File: src/hdl/cped_pkg.sv
// Shared types and constants for the CAN error detection block
package cped_pkg;

  // ----------------------------------------------------------------
  // Frame field of the bit on the bus
  // ----------------------------------------------------------------
  typedef enum logic [6:0] {
    FLD_IDLE      = 7'h01,
    FLD_STUFFED   = 7'h02,
    FLD_CRC       = 7'h04,
    FLD_CRC_DELIM = 7'h08,
    FLD_ACK_SLOT  = 7'h10,
    FLD_ACK_DELIM = 7'h20,
    FLD_EOF       = 7'h40
  } cped_field_type;

  // ----------------------------------------------------------------
  // Receive source selection
  // ----------------------------------------------------------------
  typedef enum logic [1:0] {
    LOOP_NONE    = 2'h0,
    LOOP_PATTERN = 2'h1,
    LOOP_DIGITAL = 2'h2,
    LOOP_ANALOG  = 2'h3
  } cped_loop_type;

  // ----------------------------------------------------------------
  // Error flag carrier
  // ----------------------------------------------------------------
  typedef struct packed {
    logic bit_err;
    logic crc_err;
    logic ack_err;
    logic form_err;
    logic stuff_err;
  } cped_err_type;

  localparam int             STUFF_RUN   = 5;
  localparam logic [2:0]     STUFF_RUN_3 = 3'h5;
  localparam logic [14:0]    CRC_POLY    = 15'h4599;
  localparam logic [14:0]    CRC_RST     = 15'h0000;
  localparam logic [2:0]     CNT_RST     = 3'h0;
  localparam logic           RECESSIVE   = 1'b1;
  localparam logic           DOMINANT    = 1'b0;

endpackage

File: src/hdl/cped_top.sv
// CAN error detection: bit, CRC, ack, form and stuff checks
//
// What this block does
// - Compare driven and sampled bits; flag if enabled
// - Transmitter sends computed CRC in the frame
// - Receiver flags CRC mismatch against received CRC
// - Correct receiver drives dominant acknowledge
// - Unacknowledged transmitted frame sets acknowledge error
// - Broken fixed-format field bit sets form error
// - Insert complement after five equal stuffed bits
// - Sixth equal bit in stuffed segment: stuff error
// - CRC errors reach CPU via error interrupt
// - Receive input drivable from embedded pattern source
// - Digital and analog loopback paths offered
`timescale 1ns/1ps
`default_nettype none

module cped_top
  import cped_pkg::*;
(
  input  wire logic           CLK,
  input  wire logic           RST_N,
  input  wire logic           CE,
  input  wire logic           BIT_TICK,
  input  wire logic           TX_ACTIVE,
  input  wire cped_field_type FIELD,
  input  wire logic           TX_DATA,
  input  wire cped_loop_type  LOOP_SEL,
  input  wire logic           BIT_CHK_EN,
  input  wire logic           CAN_RX,
  input  wire logic           PAT_RX,
  input  wire cped_err_type   ERR_EN,
  input  wire cped_err_type   ERR_CLR,
  output logic                CAN_TX,
  output logic                CAN_TX_OE_N,
  output logic                TX_TAKE,
  output logic                RX_VALID,
  output logic                RX_BIT,
  output cped_err_type        ERR_FLAGS,
  output logic                ERR_IRQ
);

  // ----------------------------------------------------------------
  // State
  // ----------------------------------------------------------------
  cped_field_type field_q, field_d;
  logic           tx_q, tx_d;
  logic           txact_q, txact_d;
  logic           last_q, last_d;
  logic [2:0]     cnt_q, cnt_d;
  logic [14:0]    crc_q, crc_d;
  logic           crc_ok_q, crc_ok_d;
  logic           stuff_seen_q, stuff_seen_d;
  logic           take_q, take_d;
  logic           rxv_q, rxv_d;
  logic           rxb_q, rxb_d;
  cped_err_type   err_q, err_d, ev;

  function automatic logic [14:0] crc_step(input logic [14:0] c,
                                           input logic        b);
    crc_step = {c[13:0], 1'b0} ^ ((b ^ c[14]) ? CRC_POLY : CRC_RST);
  endfunction

  // ----------------------------------------------------------------
  // Receive source and pin
  // ----------------------------------------------------------------
  // Digital loop keeps the pin recessive and silent on the bus
  wire loop_dig  = (LOOP_SEL == LOOP_DIGITAL);
  wire rx_line   = (LOOP_SEL == LOOP_PATTERN) ? PAT_RX :
                   loop_dig ? tx_q : CAN_RX;
  assign CAN_TX      = loop_dig ? RECESSIVE : tx_q;
  assign CAN_TX_OE_N = loop_dig;

  // ----------------------------------------------------------------
  // Decode of the sampled bit
  // ----------------------------------------------------------------
  wire tick       = CE & BIT_TICK;
  wire stuffed_f  = (field_q == FLD_STUFFED) | (field_q == FLD_CRC);
  wire crc_f      = (field_q == FLD_CRC);
  wire fixed_f    = (field_q == FLD_CRC_DELIM) |
                    (field_q == FLD_ACK_DELIM) | (field_q == FLD_EOF);
  wire is_stuff   = stuffed_f & (cnt_q == STUFF_RUN_3);
  wire stuff_bad  = is_stuff & (rx_line == last_q);
  wire data_bit   = stuffed_f & !is_stuff;
  wire run_next   = data_bit & (rx_line == last_q);
  wire [2:0] cnt_n = !stuffed_f ? CNT_RST :
                     run_next ? 3'(cnt_q + 3'h1) : 3'h1;
  wire stuff_due  = stuffed_f & (cnt_n == STUFF_RUN_3);
  wire crc_zero   = (crc_q == CRC_RST);

  // ----------------------------------------------------------------
  // Error events
  // ----------------------------------------------------------------
  always_comb begin
    ev.bit_err   = txact_q & BIT_CHK_EN & (field_q != FLD_IDLE) &
                   (field_q != FLD_ACK_SLOT) & (rx_line != tx_q);
    ev.crc_err   = !txact_q & (field_q == FLD_CRC_DELIM) &
                   !crc_zero;
    ev.ack_err   = txact_q & (field_q == FLD_ACK_SLOT) &
                   (rx_line == RECESSIVE);
    ev.form_err  = fixed_f & (rx_line == DOMINANT);
    ev.stuff_err = stuff_bad;
  end

  // ----------------------------------------------------------------
  // Next state
  // ----------------------------------------------------------------
  always_comb begin
    field_d  = field_q;
    tx_d     = tx_q;
    txact_d  = txact_q;
    last_d   = last_q;
    cnt_d    = cnt_q;
    crc_d    = crc_q;
    crc_ok_d = crc_ok_q;
    stuff_seen_d = stuff_seen_q;
    take_d   = 1'b0;
    rxv_d    = 1'b0;
    rxb_d    = rxb_q;
    // Set wins over a clear arriving in the same cycle
    err_d    = (err_q & ~ERR_CLR) | (tick ? ev : '0);
    if (tick) begin
      cnt_d  = cnt_n;
      last_d = rx_line;
      if (stuff_bad) begin
        stuff_seen_d = 1'b1;
      end
      // Stale match from the last frame must not ack this one
      if (field_q == FLD_IDLE) begin
        crc_d        = CRC_RST;
        crc_ok_d     = 1'b0;
        stuff_seen_d = 1'b0;
      end else if (data_bit) begin
        // CRC bits run through the same divider: zero means match
        crc_d = crc_step(crc_q, rx_line);
        rxv_d = 1'b1;
        rxb_d = rx_line;
      end else if (!stuffed_f) begin
        rxv_d = 1'b1;
        rxb_d = rx_line;
      end
      if (field_q == FLD_CRC_DELIM) begin
        crc_ok_d = crc_zero & !stuff_seen_q;
      end
      if (stuff_due) begin
        // Receivers stay recessive on stuff bits
        tx_d = txact_q ? !rx_line : RECESSIVE;
      end else begin
        field_d = FIELD;
        txact_d = TX_ACTIVE;
        take_d  = 1'b1;
        unique case (FIELD)
          FLD_STUFFED:  tx_d = TX_ACTIVE ? TX_DATA : RECESSIVE;
          FLD_CRC:      tx_d = TX_ACTIVE ? crc_d[14]
                                         : RECESSIVE;
          FLD_ACK_SLOT: tx_d = (!TX_ACTIVE & crc_ok_d)
                               ? DOMINANT : RECESSIVE;
          default:      tx_d = RECESSIVE;
        endcase
      end
    end
  end

  // ----------------------------------------------------------------
  // Registers
  // ----------------------------------------------------------------
  always_ff @(posedge CLK or negedge RST_N) begin
    if (!RST_N) begin
      field_q  <= FLD_IDLE;
      tx_q     <= RECESSIVE;
      txact_q  <= 1'b0;
      last_q   <= RECESSIVE;
      cnt_q    <= CNT_RST;
      crc_q    <= CRC_RST;
      crc_ok_q <= 1'b0;
      stuff_seen_q <= 1'b0;
      take_q   <= 1'b0;
      rxv_q    <= 1'b0;
      rxb_q    <= RECESSIVE;
      err_q    <= '0;
    end else if (CE) begin
      field_q  <= field_d;
      tx_q     <= tx_d;
      txact_q  <= txact_d;
      last_q   <= last_d;
      cnt_q    <= cnt_d;
      crc_q    <= crc_d;
      crc_ok_q <= crc_ok_d;
      stuff_seen_q <= stuff_seen_d;
      take_q   <= take_d;
      rxv_q    <= rxv_d;
      rxb_q    <= rxb_d;
      err_q    <= err_d;
    end
  end

  assign TX_TAKE   = take_q;
  assign RX_VALID  = rxv_q;
  assign RX_BIT    = rxb_q;
  assign ERR_FLAGS = err_q;
  // CRC errors share the one interrupt with the other checks
  assign ERR_IRQ   = |(err_q & ERR_EN);

  // ----------------------------------------------------------------
  // Assertions
  // ----------------------------------------------------------------
  a_bit_err_set: assert property (@(posedge CLK) disable iff (!RST_N)
    tick && txact_q && BIT_CHK_EN && field_q == FLD_STUFFED &&
    rx_line != tx_q |=> ERR_FLAGS.bit_err)
    else $error("bit error not flagged");

  a_bit_err_gate: assert property (@(posedge CLK) disable iff (!RST_N)
    $rose(ERR_FLAGS.bit_err) |-> $past(BIT_CHK_EN))
    else $error("bit error flagged while check disabled");

  a_crc_err_set: assert property (@(posedge CLK) disable iff (!RST_N)
    tick && !txact_q && field_q == FLD_CRC_DELIM && crc_q != CRC_RST
    |=> ERR_FLAGS.crc_err)
    else $error("crc mismatch not flagged");

  a_ack_err_set: assert property (@(posedge CLK) disable iff (!RST_N)
    tick && txact_q && field_q == FLD_ACK_SLOT && rx_line
    |=> ERR_FLAGS.ack_err)
    else $error("missing ack not flagged");

  a_form_err_set: assert property (@(posedge CLK) disable iff (!RST_N)
    tick && fixed_f && !rx_line |=> ERR_FLAGS.form_err)
    else $error("form violation not flagged");

  a_stuff_insert: assert property (@(posedge CLK) disable iff (!RST_N)
    tick && txact_q && field_q == FLD_STUFFED && cnt_q == 3'h4 &&
    rx_line == last_q |=> tx_q == !$past(rx_line) && !TX_TAKE)
    else $error("stuff bit not inserted");

  a_stuff_err_set: assert property (@(posedge CLK) disable iff (!RST_N)
    tick && stuffed_f && cnt_q == 3'h5 && rx_line == last_q
    |=> ERR_FLAGS.stuff_err)
    else $error("sixth equal bit not flagged");

  a_stuff_drop: assert property (@(posedge CLK) disable iff (!RST_N)
    tick && stuffed_f && cnt_q == 3'h5 |=> !RX_VALID)
    else $error("stuff bit passed to receiver");

  a_flag_sticky: assert property (@(posedge CLK) disable iff (!RST_N)
    ERR_FLAGS.crc_err && !ERR_CLR.crc_err |=> ERR_FLAGS.crc_err)
    else $error("error flag dropped without clear");

  a_irq_crc: assert property (@(posedge CLK) disable iff (!RST_N)
    ERR_FLAGS.crc_err && ERR_EN.crc_err |-> ERR_IRQ)
    else $error("crc error did not raise interrupt");

  a_dig_loop: assert property (@(posedge CLK) disable iff (!RST_N)
    LOOP_SEL == LOOP_DIGITAL |-> CAN_TX_OE_N && rx_line == tx_q)
    else $error("digital loopback path wrong");

  a_ack_drive: assert property (@(posedge CLK) disable iff (!RST_N)
    tick && !stuff_due && FIELD == FLD_ACK_SLOT && !TX_ACTIVE &&
    crc_ok_d |=> !tx_q)
    else $error("receiver did not acknowledge");

endmodule // cped_top

`default_nettype wire

File: config.mk
export PLATFORM = sky130hd
export DESIGN_NAME = cped_top
export DESIGN_NICKNAME = d
export VERILOG_FILES = /design/src/hdl/cped_pkg.sv /design/src/hdl/cped_top.sv
export SDC_FILE = /design/constraint.sdc
export NUM_CORES = 1
export LEC_CHECK = 0
export BUFFER_PORTS_ARGS = -buffer_cell sky130_fd_sc_hd__buf_4
export CAP_MARGIN = 40
export CORE_MARGIN = 1
export CORE_UTILIZATION = 50
export CTS_CLUSTER_SIZE = 16
export DETAILED_ROUTE_END_ITERATION = 10
export PLACE_DENSITY = 0.76
export SLEW_MARGIN = 20
export SYNTH_ARGS = -nofsm -noshare
export SYNTH_HDL_FRONTEND = slang
export SYNTH_SLANG_ARGS = --single-unit
File: constraint.sdc
create_clock -name CLK -period 4.25 [get_ports CLK]
set_clock_uncertainty 0.15 [all_clocks]
set_input_delay 0.2125 -clock CLK [delete_from_list [all_inputs] [get_ports CLK]]
set_output_delay 0.2125 -clock CLK [all_outputs]
set_load 0.1 [all_outputs]
Word-level counts from Yosys, hierarchy flattened
Cells that the tools add are included.
{ "totals": {"input_bits": 28, "out_inout_bits": 11, "reg_bits": 38, "word_cells": 109} }
{ "op_classes": {"bitwise": 29, "n_reduce_logical": 15, "mux": 28, "add_sub_neg": 1, "n_eq_ne": 19} }
{ "op_table": {"columns": ["cell", "count"], "rows": [
  ["2-to-1 mux 15 bit", 3],
  ["2-to-1 mux 1 bit", 21],
  ["bitwise AND 1 bit", 17],
  ["logical NOT 15 bit", 1],
  ["XOR 15 bit", 1],
  ["== test 7 x 2 -> 1 bit, second input constant", 2],
  ["== test 7 x 3 -> 1 bit, second input constant", 2],
  ["== test 7 x 5 -> 1 bit, second input constant", 2],
  ["bitwise AND 5 bit", 2],
  ["AND reduction 3 bit", 3],
  ["== test 7 x 1 -> 1 bit, second input constant", 1],
  ["== test 7 x 4 -> 1 bit, second input constant", 1],
  ["== test 7 x 6 -> 1 bit, second input constant", 1],
  ["== test 7 bit, second input constant", 1],
  ["!= test 7 x 1 -> 1 bit, second input constant", 1],
  ["!= test 7 x 5 -> 1 bit, second input constant", 1],
  ["== test 3 bit, second input constant", 2],
  ["logical NOT 1 bit", 6],
  ["2-to-1 mux 3 bit", 2],
  ["2-to-1 mux 5 bit", 1],
  ["inverter 5 bit", 1],
  ["bitwise OR 5 bit", 1],
  ["OR reduction 5 bit", 1],
  ["AND reduction 4 bit", 1],
  ["12 further kinds", 17]
]} }

Depth between registers and ports, before layout
Gate-level depths: netlist (run 1).
{ "logic_depth": {"word_depth": 12, "ltp_mapped": 8} }

Least setup slack after synthesis (run 1)
Ideal clock, no wire load.
{ "synth_timing": {"path_type": "input to output", "from": "input LOOP_SEL[0]", "to": "output CAN_TX", "path_slack_ps": 1485, "cell_stages": 3, "t_arrival_ps": 2402, "cell_sequence": "buf_2 > nor2b_1 > or2_2"} }
{ "synth_between": {"elab_chain_cells": 2} }
{ "synth_lines": {"columns": ["element", "line", "rtl"], "rows": [
  ["from (decl)", "cped_top.sv:28", "input wire cped_loop_type LOOP_SEL,"],
  ["== test 2 bit", "cped_top.sv:68", "wire loop_dig = (LOOP_SEL == LOOP_DIGITAL);"],
  ["net CAN_TX_OE_N", "cped_top.sv:35", "output logic CAN_TX_OE_N,"],
  ["2-to-1 mux 1 bit", "cped_top.sv:71", "assign CAN_TX = loop_dig ? RECESSIVE : tx_q;"],
  ["to (decl)", "cped_top.sv:34", "output logic CAN_TX,"]
]} }
The timed path passes the listed nets, and every way through them passes these cells.

Final worst setup path (run 1)
{ "layout_timing": {"from": "register field_q[4]", "to": "register crc_q[14]"} }
{ "layout_between": {"elab_chain_cells": 7, "word_cells_on_any_way": 9} }
{ "layout_lines": {"columns": ["element", "line", "rtl"], "rows": [
  ["from (decl)", "cped_top.sv:46", "cped_field_type field_q, field_d;"],
  ["from (signal assigned)", "cped_top.sv:182", "field_q <= field_d;"],
  ["== test 7 x 2 -> 1 bit / == test 7 x 3 -> 1 bit (equally long branches)", null, null],
  ["bitwise OR 1 bit", "cped_top.sv:78", "wire stuffed_f = (field_q == FLD_STUFFED) | (field_q == FLD_CRC);"],
  ["bitwise AND 1 bit", "cped_top.sv:82", "wire is_stuff = stuffed_f & (cnt_q == STUFF_RUN_3);"],
  ["logical NOT 1 bit", "cped_top.sv:84", "wire data_bit = stuffed_f & !is_stuff;"],
  ["bitwise AND 1 bit", "cped_top.sv:84", null],
  ["2-to-1 mux 15 bit", "cped_top.sv:133", "end else if (data_bit) begin"],
  ["2-to-1 mux 15 bit (*)", "cped_top.sv:129", "if (field_q == FLD_IDLE) begin"],
  ["to (signal assigned)", "cped_top.sv:187", "crc_q <= crc_d;"],
  ["to (decl)", "cped_top.sv:51", "logic [14:0] crc_q, crc_d;"]
]} }
Mark *: on every way between the ends. The rest lies on a longest branch, timed or not. The select of a mux whose other input is x is not followed.
A chain may end at the register's enable or synchronous reset.

==> results of run 1 <==
registers in the layout, summed over array words and instances (netlist names):
signal	flops
stuff_seen_q	1
RX_BIT	1
crc_q	15
last_q	1
crc_ok_q	1
cnt_q	3
RX_VALID	1
ERR_FLAGS	5
TX_TAKE	1
tx_q	1
txact_q	1
field_q	7
final cells by class:
class	instances	area, um2
fillers	329	1450
flip-flops and latches	38	956
clock buffers	8	110
repair buffers	41	310
well taps	50	62.6
multi-input cells	149	1140
inverters	6	22.5
final timing paths:
path,cells after the start,end,slack (ns),startpoint
min in group asynchronous,2,crc_q[6],0.27,RST_N
min reg2reg,2,last_q,0.33,last_q
min,2,field_q[5],0.01,FIELD[5]
max in group asynchronous,2,RX_BIT,3.32,RST_N
max reg2reg,6,crc_q[14],1.93,field_q[4]
max,6,crc_q[14],1.93,field_q[4]
power by group:
group / switching, mW / internal [mW] / leakage [nW] / total [mW]
logic: 0.185 / 0.153 / 0.654 / 0.338
clock network: 0.126 / 0.164 / 0.0575 / 0.290
registers: 0.0730 / 0.427 / 0.484 / 0.500
layer usage:
| layer | routed length [um] | part of all wire, % | global-route usage, % |
|---|---|---|---|
| met2 | 1970 | 44 | 31.6 |
| met1 | 2250 | 50 | 33.3 |
| met4 | 41 | 0.91 | 7.18 |
| met3 | 231 | 5.1 | 4.56 |
| met5 | 0 | 0 | 0 |
cell usage after synthesis, types with 2 or more instances:
| library cell | number | area, um2 |
|---|---|---|
| o31ai_1 | 2 | 15.0 |
| a22o_1 | 13 | 114 |
| nor2b_1 | 4 | 25.0 |
| a21oi_1 | 2 | 10.0 |
| inv_1 | 6 | 22.5 |
| xor2_1 | 3 | 26.3 |
| o21ai_0 | 9 | 45.0 |
| and2_1 | 2 | 12.5 |
| dfrtp_1 | 34 | 851 |
| nand3_1 | 3 | 15.0 |
| nand2b_1 | 5 | 31.3 |
| nor3_1 | 2 | 10.0 |
| xnor2_1 | 6 | 52.6 |
| mux2_2 | 3 | 33.8 |
| and4b_1 | 2 | 20.0 |
| buf_2 | 3 | 15.0 |
| clkbuf_1 | 4 | 15.0 |
| ha_1 | 2 | 25.0 |
| mux2_4 | 9 | 135 |
| nor4_1 | 4 | 25.0 |
| nand2_1 | 27 | 101 |
| nand4_1 | 6 | 37.5 |
| mux2i_1 | 4 | 40.0 |
| nand3b_1 | 2 | 15.0 |
| nor2_1 | 8 | 30.0 |
| dfstp_2 | 4 | 105 |
| a22oi_1 | 3 | 22.5 |
| o211ai_1 | 2 | 15.0 |
cells by family (layout without fill, tap and decap cells):
| kind of cell | after synthesis | count (layout) |
|---|---|---|
| buffers and inverters | 13 | 55 |
| adder cells (fa/ha/maj) | 2 | 2 |
| multiplexers | 18 | 18 |
| AO/OA/AOI/OAI | 45 | 45 |
| AND/OR/NAND/NOR | 74 | 74 |
| flip-flops | 38 | 38 |
| XOR/XNOR | 10 | 10 |
stage by stage:
| step | hold WS (ns) | setup WS [ns] |
|---|---|---|
| final | 0.0105 | 1.93 |
| after global routing | 0.00445 | 1.63 |
| after CTS | 0.00386 | 1.94 |
| after detailed placement | 0.0550 | 1.90 |
| after global placement | 0.0535 | 1.86 |
| after floorplan | -0.233 | 1.49 |
worst max-delay path, delay by kind of cell, from the launching register on:
| family | cells | cell delay (ns) |
|---|---|---|
| flops | 1 | 0.43 |
| compound gates | 2 | 0.20 |
| simple gates | 3 | 1.19 |
| buf+inv | 1 | 0.25 |
timing repair:
item	in CTS	in global routing
hold buffers	1	0
endpoints found under the hold margin	34	0
gates resized for setup	0	0
==> results.md, run 1 <==
- Required @ worst endpoint: ~4.3 ns
- I/O Pins: 39
- Critical path's slowest cell: nor4_2
- Largest family of logic cells by synthesized area: simple AND/OR/NAND/NOR gates
- Die X-Extent: around 68 um
- Via count: between 1500 and 2000
- Post-DP HPWL: approximately 3.3 mm
- Synth Instances: 200
- Netlist cell types: 54
- Leakage: 1.20 nW
- FF+latch count, synth: 38
- Wire per inst: ~15 um
- Std-Cell Rows: 23
- Fin crit period: around 2.3 ns
- Setup bufs post-CTS: 0
- EDFF count, synth: 0
- Worst-margin pin slew: between 0.6 and 0.7 ns
- Drt pass-1 iters: 5
- Ys async rst share: 100%
- Global Route Usage Sum: approximately 22%
- Max Buffers Root-to-Sink: 2
- Clock-pin slew on the worst setup and hold paths: roughly 0.080 ns
- Finished Cell Area: approximately 2600 um2
- Area growth from synthesis to layout: 21.0%
- Setup-failing EPs final: 0
- Grt ovf: 0
- Clk root buf: clkbuf_8
- Peak Freq: between 400 and 500 MHz
- Vias in the first global route: approximately 1500
- Final hold violation count: 0
- Chip height: 67.6 um
- Commonest cells after routing, fill and taps aside: buf_4 (40), dfrtp_1 (34), nand2_1 (27)
- Compound-cell area share of the yosys netlist: 16.3%
- Status: finished, final reports clean
- Non-Filler Instances: roughly 290
- Synth Area in Simple Gates: 19.3%
- Routability cong.: slightly above 0.8
- Synthesized net count: 230
- Core area: 4060 um2
- Most common cell after layout, fill and taps aside: buf_4
- Syn_area_per_cell: approximately 11 um2
- Max_cap viols: 0
- Main synth FF type: dfrtp_1
- Worst Setup End Kind: register
- TritonCTS clock tree: done
- Largest net degree at the start of global routing: 39
- Final WL: 4.49 mm
- Worst skew pair latency: between 0.2 and 0.3 ns
- Adder-cell share of the synthesized area: between 1 and 1.5%
- CTS sink cnt: 38
- DR DRC count: 0
- Power after layout: between 1 and 1.5 mW
- Max VDD drop: 0.000236 V
- Initial antenna violation count: 0
- CP arrival: between 2 and 2.5 ns
- Final period utilization: roughly 54%
- Setup TNS Final: 0 ns
- ANT nets after route: 0
- Initial DRC count: between 90 and 100
- CTS Buf Count: 5
- Initial core utilization: approximately 53%
- Final Util: between 60% and 70%
- Port Buffers: 38
- Worst Path Max Fanout: 8
- Hold crit path type: in2reg
- Post-synthesis mux area share: a little under an eighth
- Seq/Total Area, Yosys: between 40% and 50%
- Antenna Cells: 0
- First-pass GRT wire length: ~7.4 mm
- Slew margin rel.: approximately 53%
- Slowest Stage Delay on Critical Path: roughly 0.51 ns
- Pins Over Slew Limit: 0
- RSZ-0062 raised after global routing: no
- Crit path cell chain: nor4_2, nand4b_2, nor2_1, buf_4, a21oi_1, o21ai_0
- Synth Area in XOR/XNOR: under 10%
- Startpoint Class: register
- Vias per cell: about 5.7
- Crit Path Class: reg2reg
- Post-Place Cells: about 280
- Post-DP Area: approximately 2500 um2
- Syn. warnings: 0
- Power per cell area: approximately 430 nW/um2
- Nets@finish: around 270
- Share of cells above drive strength 1: around 31%
- Die area: between 4000 and 5000 um2
- Syn Std Cell Area: about 2200 um2
- H-tree Lvls: 2
(Power assumes the default switching activity.)
==> inputs of run 2 (changes only) <==
clock period = 2.2 ns   (was 4.25 ns; I/O delays follow)
==> results.md, run 2 (synthesis gave the netlist of run 1 again) <==
- Port Buffers: 38 (unchanged)
- Max Buffers Root-to-Sink: 2 (unchanged)
- Hold crit path type: in2reg (unchanged)
- Status: finished, final reports clean (unchanged)
- Pins Over Slew Limit: 0 (unchanged)
- Via count: 1828 (was 1677)
- CTS sink cnt: 38 (unchanged)
- Initial core utilization: 53.0% (unchanged)
- Area growth from synthesis to layout: 33.0% (was 21.0%)
- Std-Cell Rows: 23 (unchanged)
- Nets@finish: 299 (was 271)
- Vias per cell: 5.71 (was 5.74)
- RSZ-0062 raised after global routing: no (unchanged)
- Leakage: 1.33 nW (was 1.20 nW)
- Largest net degree at the start of global routing: 39 (unchanged)
- Power per cell area: 795 nW/um2 (was 433 nW/um2)
- Die area: 4570 um2 (unchanged)
- Slowest Stage Delay on Critical Path: 0.46 ns (was 0.51 ns)
- Max VDD drop: 0.000476 V (was 0.000236 V)
- Drt pass-1 iters: 4 (was 5)
- Crit path cell chain: xor2_1, nand4b_4, a211oi_4, buf_4, nor2_8, mux2_4 (was nor4_2, nand4b_2, nor2_1, buf_4, a21oi_1, o21ai_0)
- Grt ovf: 0 (unchanged)
- Worst Path Max Fanout: 8 (unchanged)
- Largest Register: crc_q (unchanged)
- Initial DRC count: 94 (was 95)
- Worst Setup End Kind: register (unchanged)
- ANT nets after route: 0 (unchanged)
- Die X-Extent: 67.6 um (unchanged)
- CTS Buf Count: 5 (unchanged)
- Commonest cells after routing, fill and taps aside: buf_4 (52), dfrtp_1 (34), nand2_1 (27) (was buf_4 (40), dfrtp_1 (34), nand2_1 (27))
- Setup-failing EPs final: 0 (unchanged)
- Worst skew pair latency: 0.29 ns (about the same)
- TritonCTS clock tree: done (unchanged)
- CP arrival: 2.12 ns (was 2.38 ns)
- Fin crit period: 2.09 ns (was 2.32 ns)
- Clk root buf: clkbuf_8 (unchanged)
- Startpoint Class: register (unchanged)
- Setup slack after layout: 0.111 ns (was 1.93 ns)
- Global Route Usage Sum: 24.7% (was 22.2%)
- Most common cell after layout, fill and taps aside: buf_4 (unchanged)
- Core area: 4060 um2 (unchanged)
- First-pass GRT wire length: 8.07 mm (was 7.36 mm)
- Share of cells above drive strength 1: 31.5% (was 30.6%)
- Setup TNS Final: 0 ns (unchanged)
- Antenna Cells: 0 (unchanged)
- Worst-margin pin slew: 0.590 ns (was 0.697 ns)
- Crit Path Class: reg2reg (unchanged)
- Vias in the first global route: 1746 (was 1496)
- Routability cong.: 0.865 (was 0.816)
- Non-Filler Instances: 320 (was 292)
- Final WL: 5.07 mm (was 4.49 mm)
- Post-Place Cells: 294 (was 283)
- Slew margin rel.: 60.3% (was 53.4%)
- I/O Pins: 39 (unchanged)
- Required @ worst endpoint: 2.23 ns (was 4.31 ns)
- Fillers: 289 (was 329)
- Clock-pin slew on the worst setup and hold paths: 0.08 ns (about the same)
- Wire per inst: 15.8 um (was 15.4 um)
- Max_cap viols: 0 (unchanged)
- Post-DP HPWL: 3.54 mm (was 3.34 mm)
- Final period utilization: 94.9% (was 54.5%)
- Peak Freq: 479 MHz (was 432 MHz)
- Max reg flops: 15 (unchanged)
- Initial antenna violation count: 0 (unchanged)
- H-tree Lvls: 2 (unchanged)
- Critical path's slowest cell: dfrtp_1 (was nor4_2)
- Final hold violation count: 0 (unchanged)
- DR DRC count: 0 (unchanged)
- Chip height: 67.6 um (unchanged)
- DP Worst Slack: 0.105 ns (was 1.90 ns)
run 2: critical path, delay by kind of cell, from the launching register on:
| family | cells | cell delay (ns) |
|---|---|---|
| compound gates | 1 | 0.22 |
| xor+xnor | 1 | 0.38 |
| buf+inv | 1 | 0.19 |
| flops | 1 | 0.46 |
| mux | 1 | 0.32 |
| simple gates | 2 | 0.25 |
run 2: repair_timing:
action / in CTS / in global routing
setup endpoints to repair: 0 / 7
hold buffers: 17 / 0
resized for setup: 0 / 1
buffers inserted: 0 / 1
hold endpoints to repair: 53 / 0
run 2: routing by layer:
| metal | GRT usage (%) | part of all wire, % | vias to the layer above |
|---|---|---|---|
| met5 | 0 | 0 | - |
| met4 | 8.78 | 1.1 | 0 |
| met3 | 5.41 | 5.2 | 6 |
| met2 | 36.8 | 46 | 52 |
| met1 | 35.1 | 47 | 889 |
| li1 | - | - | 881 |
run 2: final timing paths:
path,startpoint,end,slack [ns],cells after the start
max in group asynchronous,RST_N,tx_q,1.38,2
setup reg to reg,field_q[1],field_q[6],0.11,6
hold / removal,BIT_TICK,last_q,0.14,4
min in group asynchronous,RST_N,crc_q[11],0.17,2
setup / recovery,field_q[1],field_q[6],0.11,6
hold reg to reg,last_q,last_q,0.34,2
run 2: layout make-up:
type / instances / area, um2 / area share (%)
Clock buffer: 7 / 76.3 / 2.67
Clock inverter: 1 / 30.0 / 1.05
Inverter: 6 / 22.5 / 0.787
Multi-Input combinational cell: 149 / 1150 / 40.3
Sequential cell: 38 / 956 / 33.4
Tap cell: 50 / 62.6 / 2.19
Timing Repair Buffer: 69 / 561 / 19.6
run 2: through the flow:
stage / utilization (%) / instance area (um2) / power [mW] / hold WS (ns)
final: 70.6 / 2860 / 2.27 / 0.137
after detailed placement: 63.3 / 2570 / 1.67 / -0.0468
after CTS: 70.2 / 2850 / 2.27 / 0.121
after global routing: 70.6 / 2860 / 2.39 / 0.161
after floorplan: - / 2150 / 1.45 / -0.336
after global placement: 63.3 / 2570 / 1.65 / -0.0527
run 2: power breakdown:
part | internal, mW | switching, mW
Sequential | 0.825 | 0.130
Clock | 0.339 | 0.242
Combinational | 0.344 | 0.395
Total | 1.51 | 0.766
==> inputs of run 3 (changes only) <==
RECOVER_POWER = 50   (was unset)
==> results.md, run 3 (synthesis gave the netlist of run 1 again) <==
- Initial antenna violation count: 0 (unchanged)
- Gate power share: 32.3% (was 32.5%)
- Initial DRC count: 94 (unchanged)
- Setup-failing EPs final: 0 (unchanged)
- Slowest Stage Delay on Critical Path: 0.46 ns (about the same)
- Clock-pin slew on the worst setup and hold paths: 0.08 ns (about the same)
- I/O Pins: 39 (unchanged)
- Die area: 4570 um2 (unchanged)
- TritonCTS clock tree: done (unchanged)
- Min-delay src: BIT_TICK (unchanged)
- Crit path launch: field_q[1] (unchanged)
- Hold crit path type: in2reg (unchanged)
- Share of cells above drive strength 1: 29.6% (was 31.5%)
- Storage cell area: 956 um2 (unchanged)
- Initial core utilization: 53.0% (unchanged)
- Area of the multi-input gates: 1150 um2 (unchanged)
- Die X-Extent: 67.6 um (unchanged)
- Post-DP HPWL: 3.54 mm (unchanged)
- Core area: 4060 um2 (unchanged)
- Largest Register: crc_q (unchanged)
- Power Internal: 1.50 mW (was 1.51 mW)
- R2r startpoint: field_q[1] (unchanged)
- Final WL: 5.07 mm (about the same)
- Required @ worst endpoint: 2.23 ns (about the same)
- H-tree Lvls: 2 (unchanged)
- Setup slack after layout: 0.111 ns (about the same)
- Setup TNS Final: 0 ns (unchanged)
- Met2 wire length: 2.35 mm (about the same)
- Final period utilization: 95.0% (was 94.9%)
- Delay-heaviest family, CP: flip-flops (unchanged)
- Clock power frac: 25.6% (was 25.5%)
- Met1 Wirelength: 2.40 mm (was 2.39 mm)
- Via count: 1829 (was 1828)
- Leakage: 1.31 nW (was 1.33 nW)
- Max Buffers Root-to-Sink: 2 (unchanged)
- Critical path's slowest cell: dfrtp_1 (unchanged)
- CTS sink cnt: 38 (unchanged)
- Global Route Usage Sum: 24.7% (unchanged)
- Non-Filler Instances: 320 (unchanged)
- Wire per inst: 15.9 um (was 15.8 um)
- Highest Signal Layer: met4 (unchanged)
- Std-Cell Rows: 23 (unchanged)
- Crit Path Class: reg2reg (unchanged)
- Largest net degree at the start of global routing: 39 (unchanged)
- Met3 WL post-DR: 276 um (was 266 um)
- DP Worst Slack: 0.105 ns (unchanged)
- Worst Path Max Fanout: 8 (unchanged)
- Commonest cells after routing, fill and taps aside: buf_4 (46), dfrtp_1 (34), nand2_1 (27) (was buf_4 (52), dfrtp_1 (34), nand2_1 (27))
- Pins Over Slew Limit: 0 (unchanged)
- CP arrival: 2.12 ns (about the same)
- Final hold violation count: 0 (unchanged)
- Power per cell area: 798 nW/um2 (was 795 nW/um2)
- Final Util: 70.0% (was 70.6%)
- Max VDD drop: 0.000476 V (about the same)
- Post-Place Cells: 294 (unchanged)
- Grt ovf: 0 (unchanged)
- Most common cell after layout, fill and taps aside: buf_4 (unchanged)
- Worst-margin pin slew: 1.19 ns (was 0.590 ns)
- Worst skew pair latency: 0.29 ns (about the same)
- Routability cong.: 0.865 (unchanged)
- Status: finished, final reports clean (unchanged)
- Hold Slack: 0.138 ns (was 0.137 ns)
- Slew margin rel.: 21.3% (was 60.3%)
- Startpoint Class: register (unchanged)
- Max_cap viols: 0 (unchanged)
- Max reg flops: 15 (unchanged)
- Port Buffers: 38 (unchanged)
- Net Switching: 0.765 mW (was 0.766 mW)
- Switching share of power: 33.8% (was 33.7%)
- Crit path cell chain: xor2_1, nand4b_4, a211oi_4, buf_4, nor2_8, mux2_4 (unchanged)
- CTS Buf Count: 5 (unchanged)
- Nets@finish: 299 (unchanged)
- Peak Freq: 479 MHz (about the same)
- Chip height: 67.6 um (unchanged)
- Vias in the first global route: 1746 (unchanged)
- Area growth from synthesis to layout: 32.0% (was 33.0%)
- Antenna Cells: 0 (unchanged)
- Fin crit period: 2.09 ns (about the same)
- First-pass GRT wire length: 8.07 mm (unchanged)
- Clk root buf: clkbuf_8 (unchanged)
- WP buf/inv: 1 (unchanged)
- Vias per cell: 5.72 (was 5.71)
- Worst Setup End Kind: register (unchanged)
- Fillers: 295 (was 289)
- Drt pass-1 iters: 4 (unchanged)
- Seq pwr share: 42.1% (was 42.0%)
- RSZ-0062 raised after global routing: no (unchanged)
- DR DRC count: 0 (unchanged)
- ANT nets after route: 0 (unchanged)
[run 3: changes by cell type in the layout (fill, tap and decap cells not counted), sizes merged]
cell / previous run / this run
buf: 52 / 46
clkbuf: 7 / 13
[run 3: final timing paths]
path / end / slack (ns) / cells after the start
worst max register to register: field_q[6] / 0.11 / 6
min in group asynchronous: crc_q[11] / 0.34 / 2
max in group asynchronous: ERR_FLAGS[0] / 0.99 / 2
worst max-delay path: field_q[6] / 0.11 / 6
worst min-delay path: last_q / 0.14 / 4
worst min register to register: last_q / 0.34 / 2
[run 3: metal layers]
layer,GRT usage (%),up-vias
met5,0,-
met4,8.78,0
met3,5.41,7
met2,36.8,52
met1,35.1,889
li1,-,881
[run 3: through the flow]
| stage | total power [mW] | instance area, um2 |
|---|---|---|
| after floorplan | 1.45 | 2150 |
| after global placement | 1.65 | 2570 |
| after detailed placement | 1.67 | 2570 |
| after CTS | 2.27 | 2850 |
| after global routing | 2.38 | 2840 |
| final | 2.27 | 2840 |
[run 3: repair_timing]
| item | CTS | global route |
|---|---|---|
| hold buffers | 17 | 0 |
| hold endpoints to repair | 53 | 0 |
| resized for setup | 0 | 1 |
| setup endpoints to repair | 0 | 7 |
| setup buffers | 0 | 1 |
[run 3: area by class of cell]
| class | instances | share of cell area (%) |
|---|---|---|
| clock inverters | 1 | 1.06 |
| well taps | 50 | 2.20 |
| multi-input cells | 149 | 40.6 |
| flip-flops and latches | 38 | 33.6 |
| clock buffers | 7 | 2.69 |
| repair buffers | 69 | 19.0 |
| inverters | 6 | 0.793 |
[run 3: worst min-delay path, delay by kind of cell]
family	cells	cell delay (ns)
and+or+nand+nor	3	0.36
buffers and inverters	1	0.11
[run 3: power by group through the flow]
stage               Clock (mW)  Sequential [mW]  Combinational (mW)
finish                   0.580            0.955               0.732
global route             0.615            0.970               0.800
CTS                      0.584            0.949               0.734
detailed placement           0            0.961               0.704
global placement             0            0.958               0.696
floorplan                    0             1.02               0.433
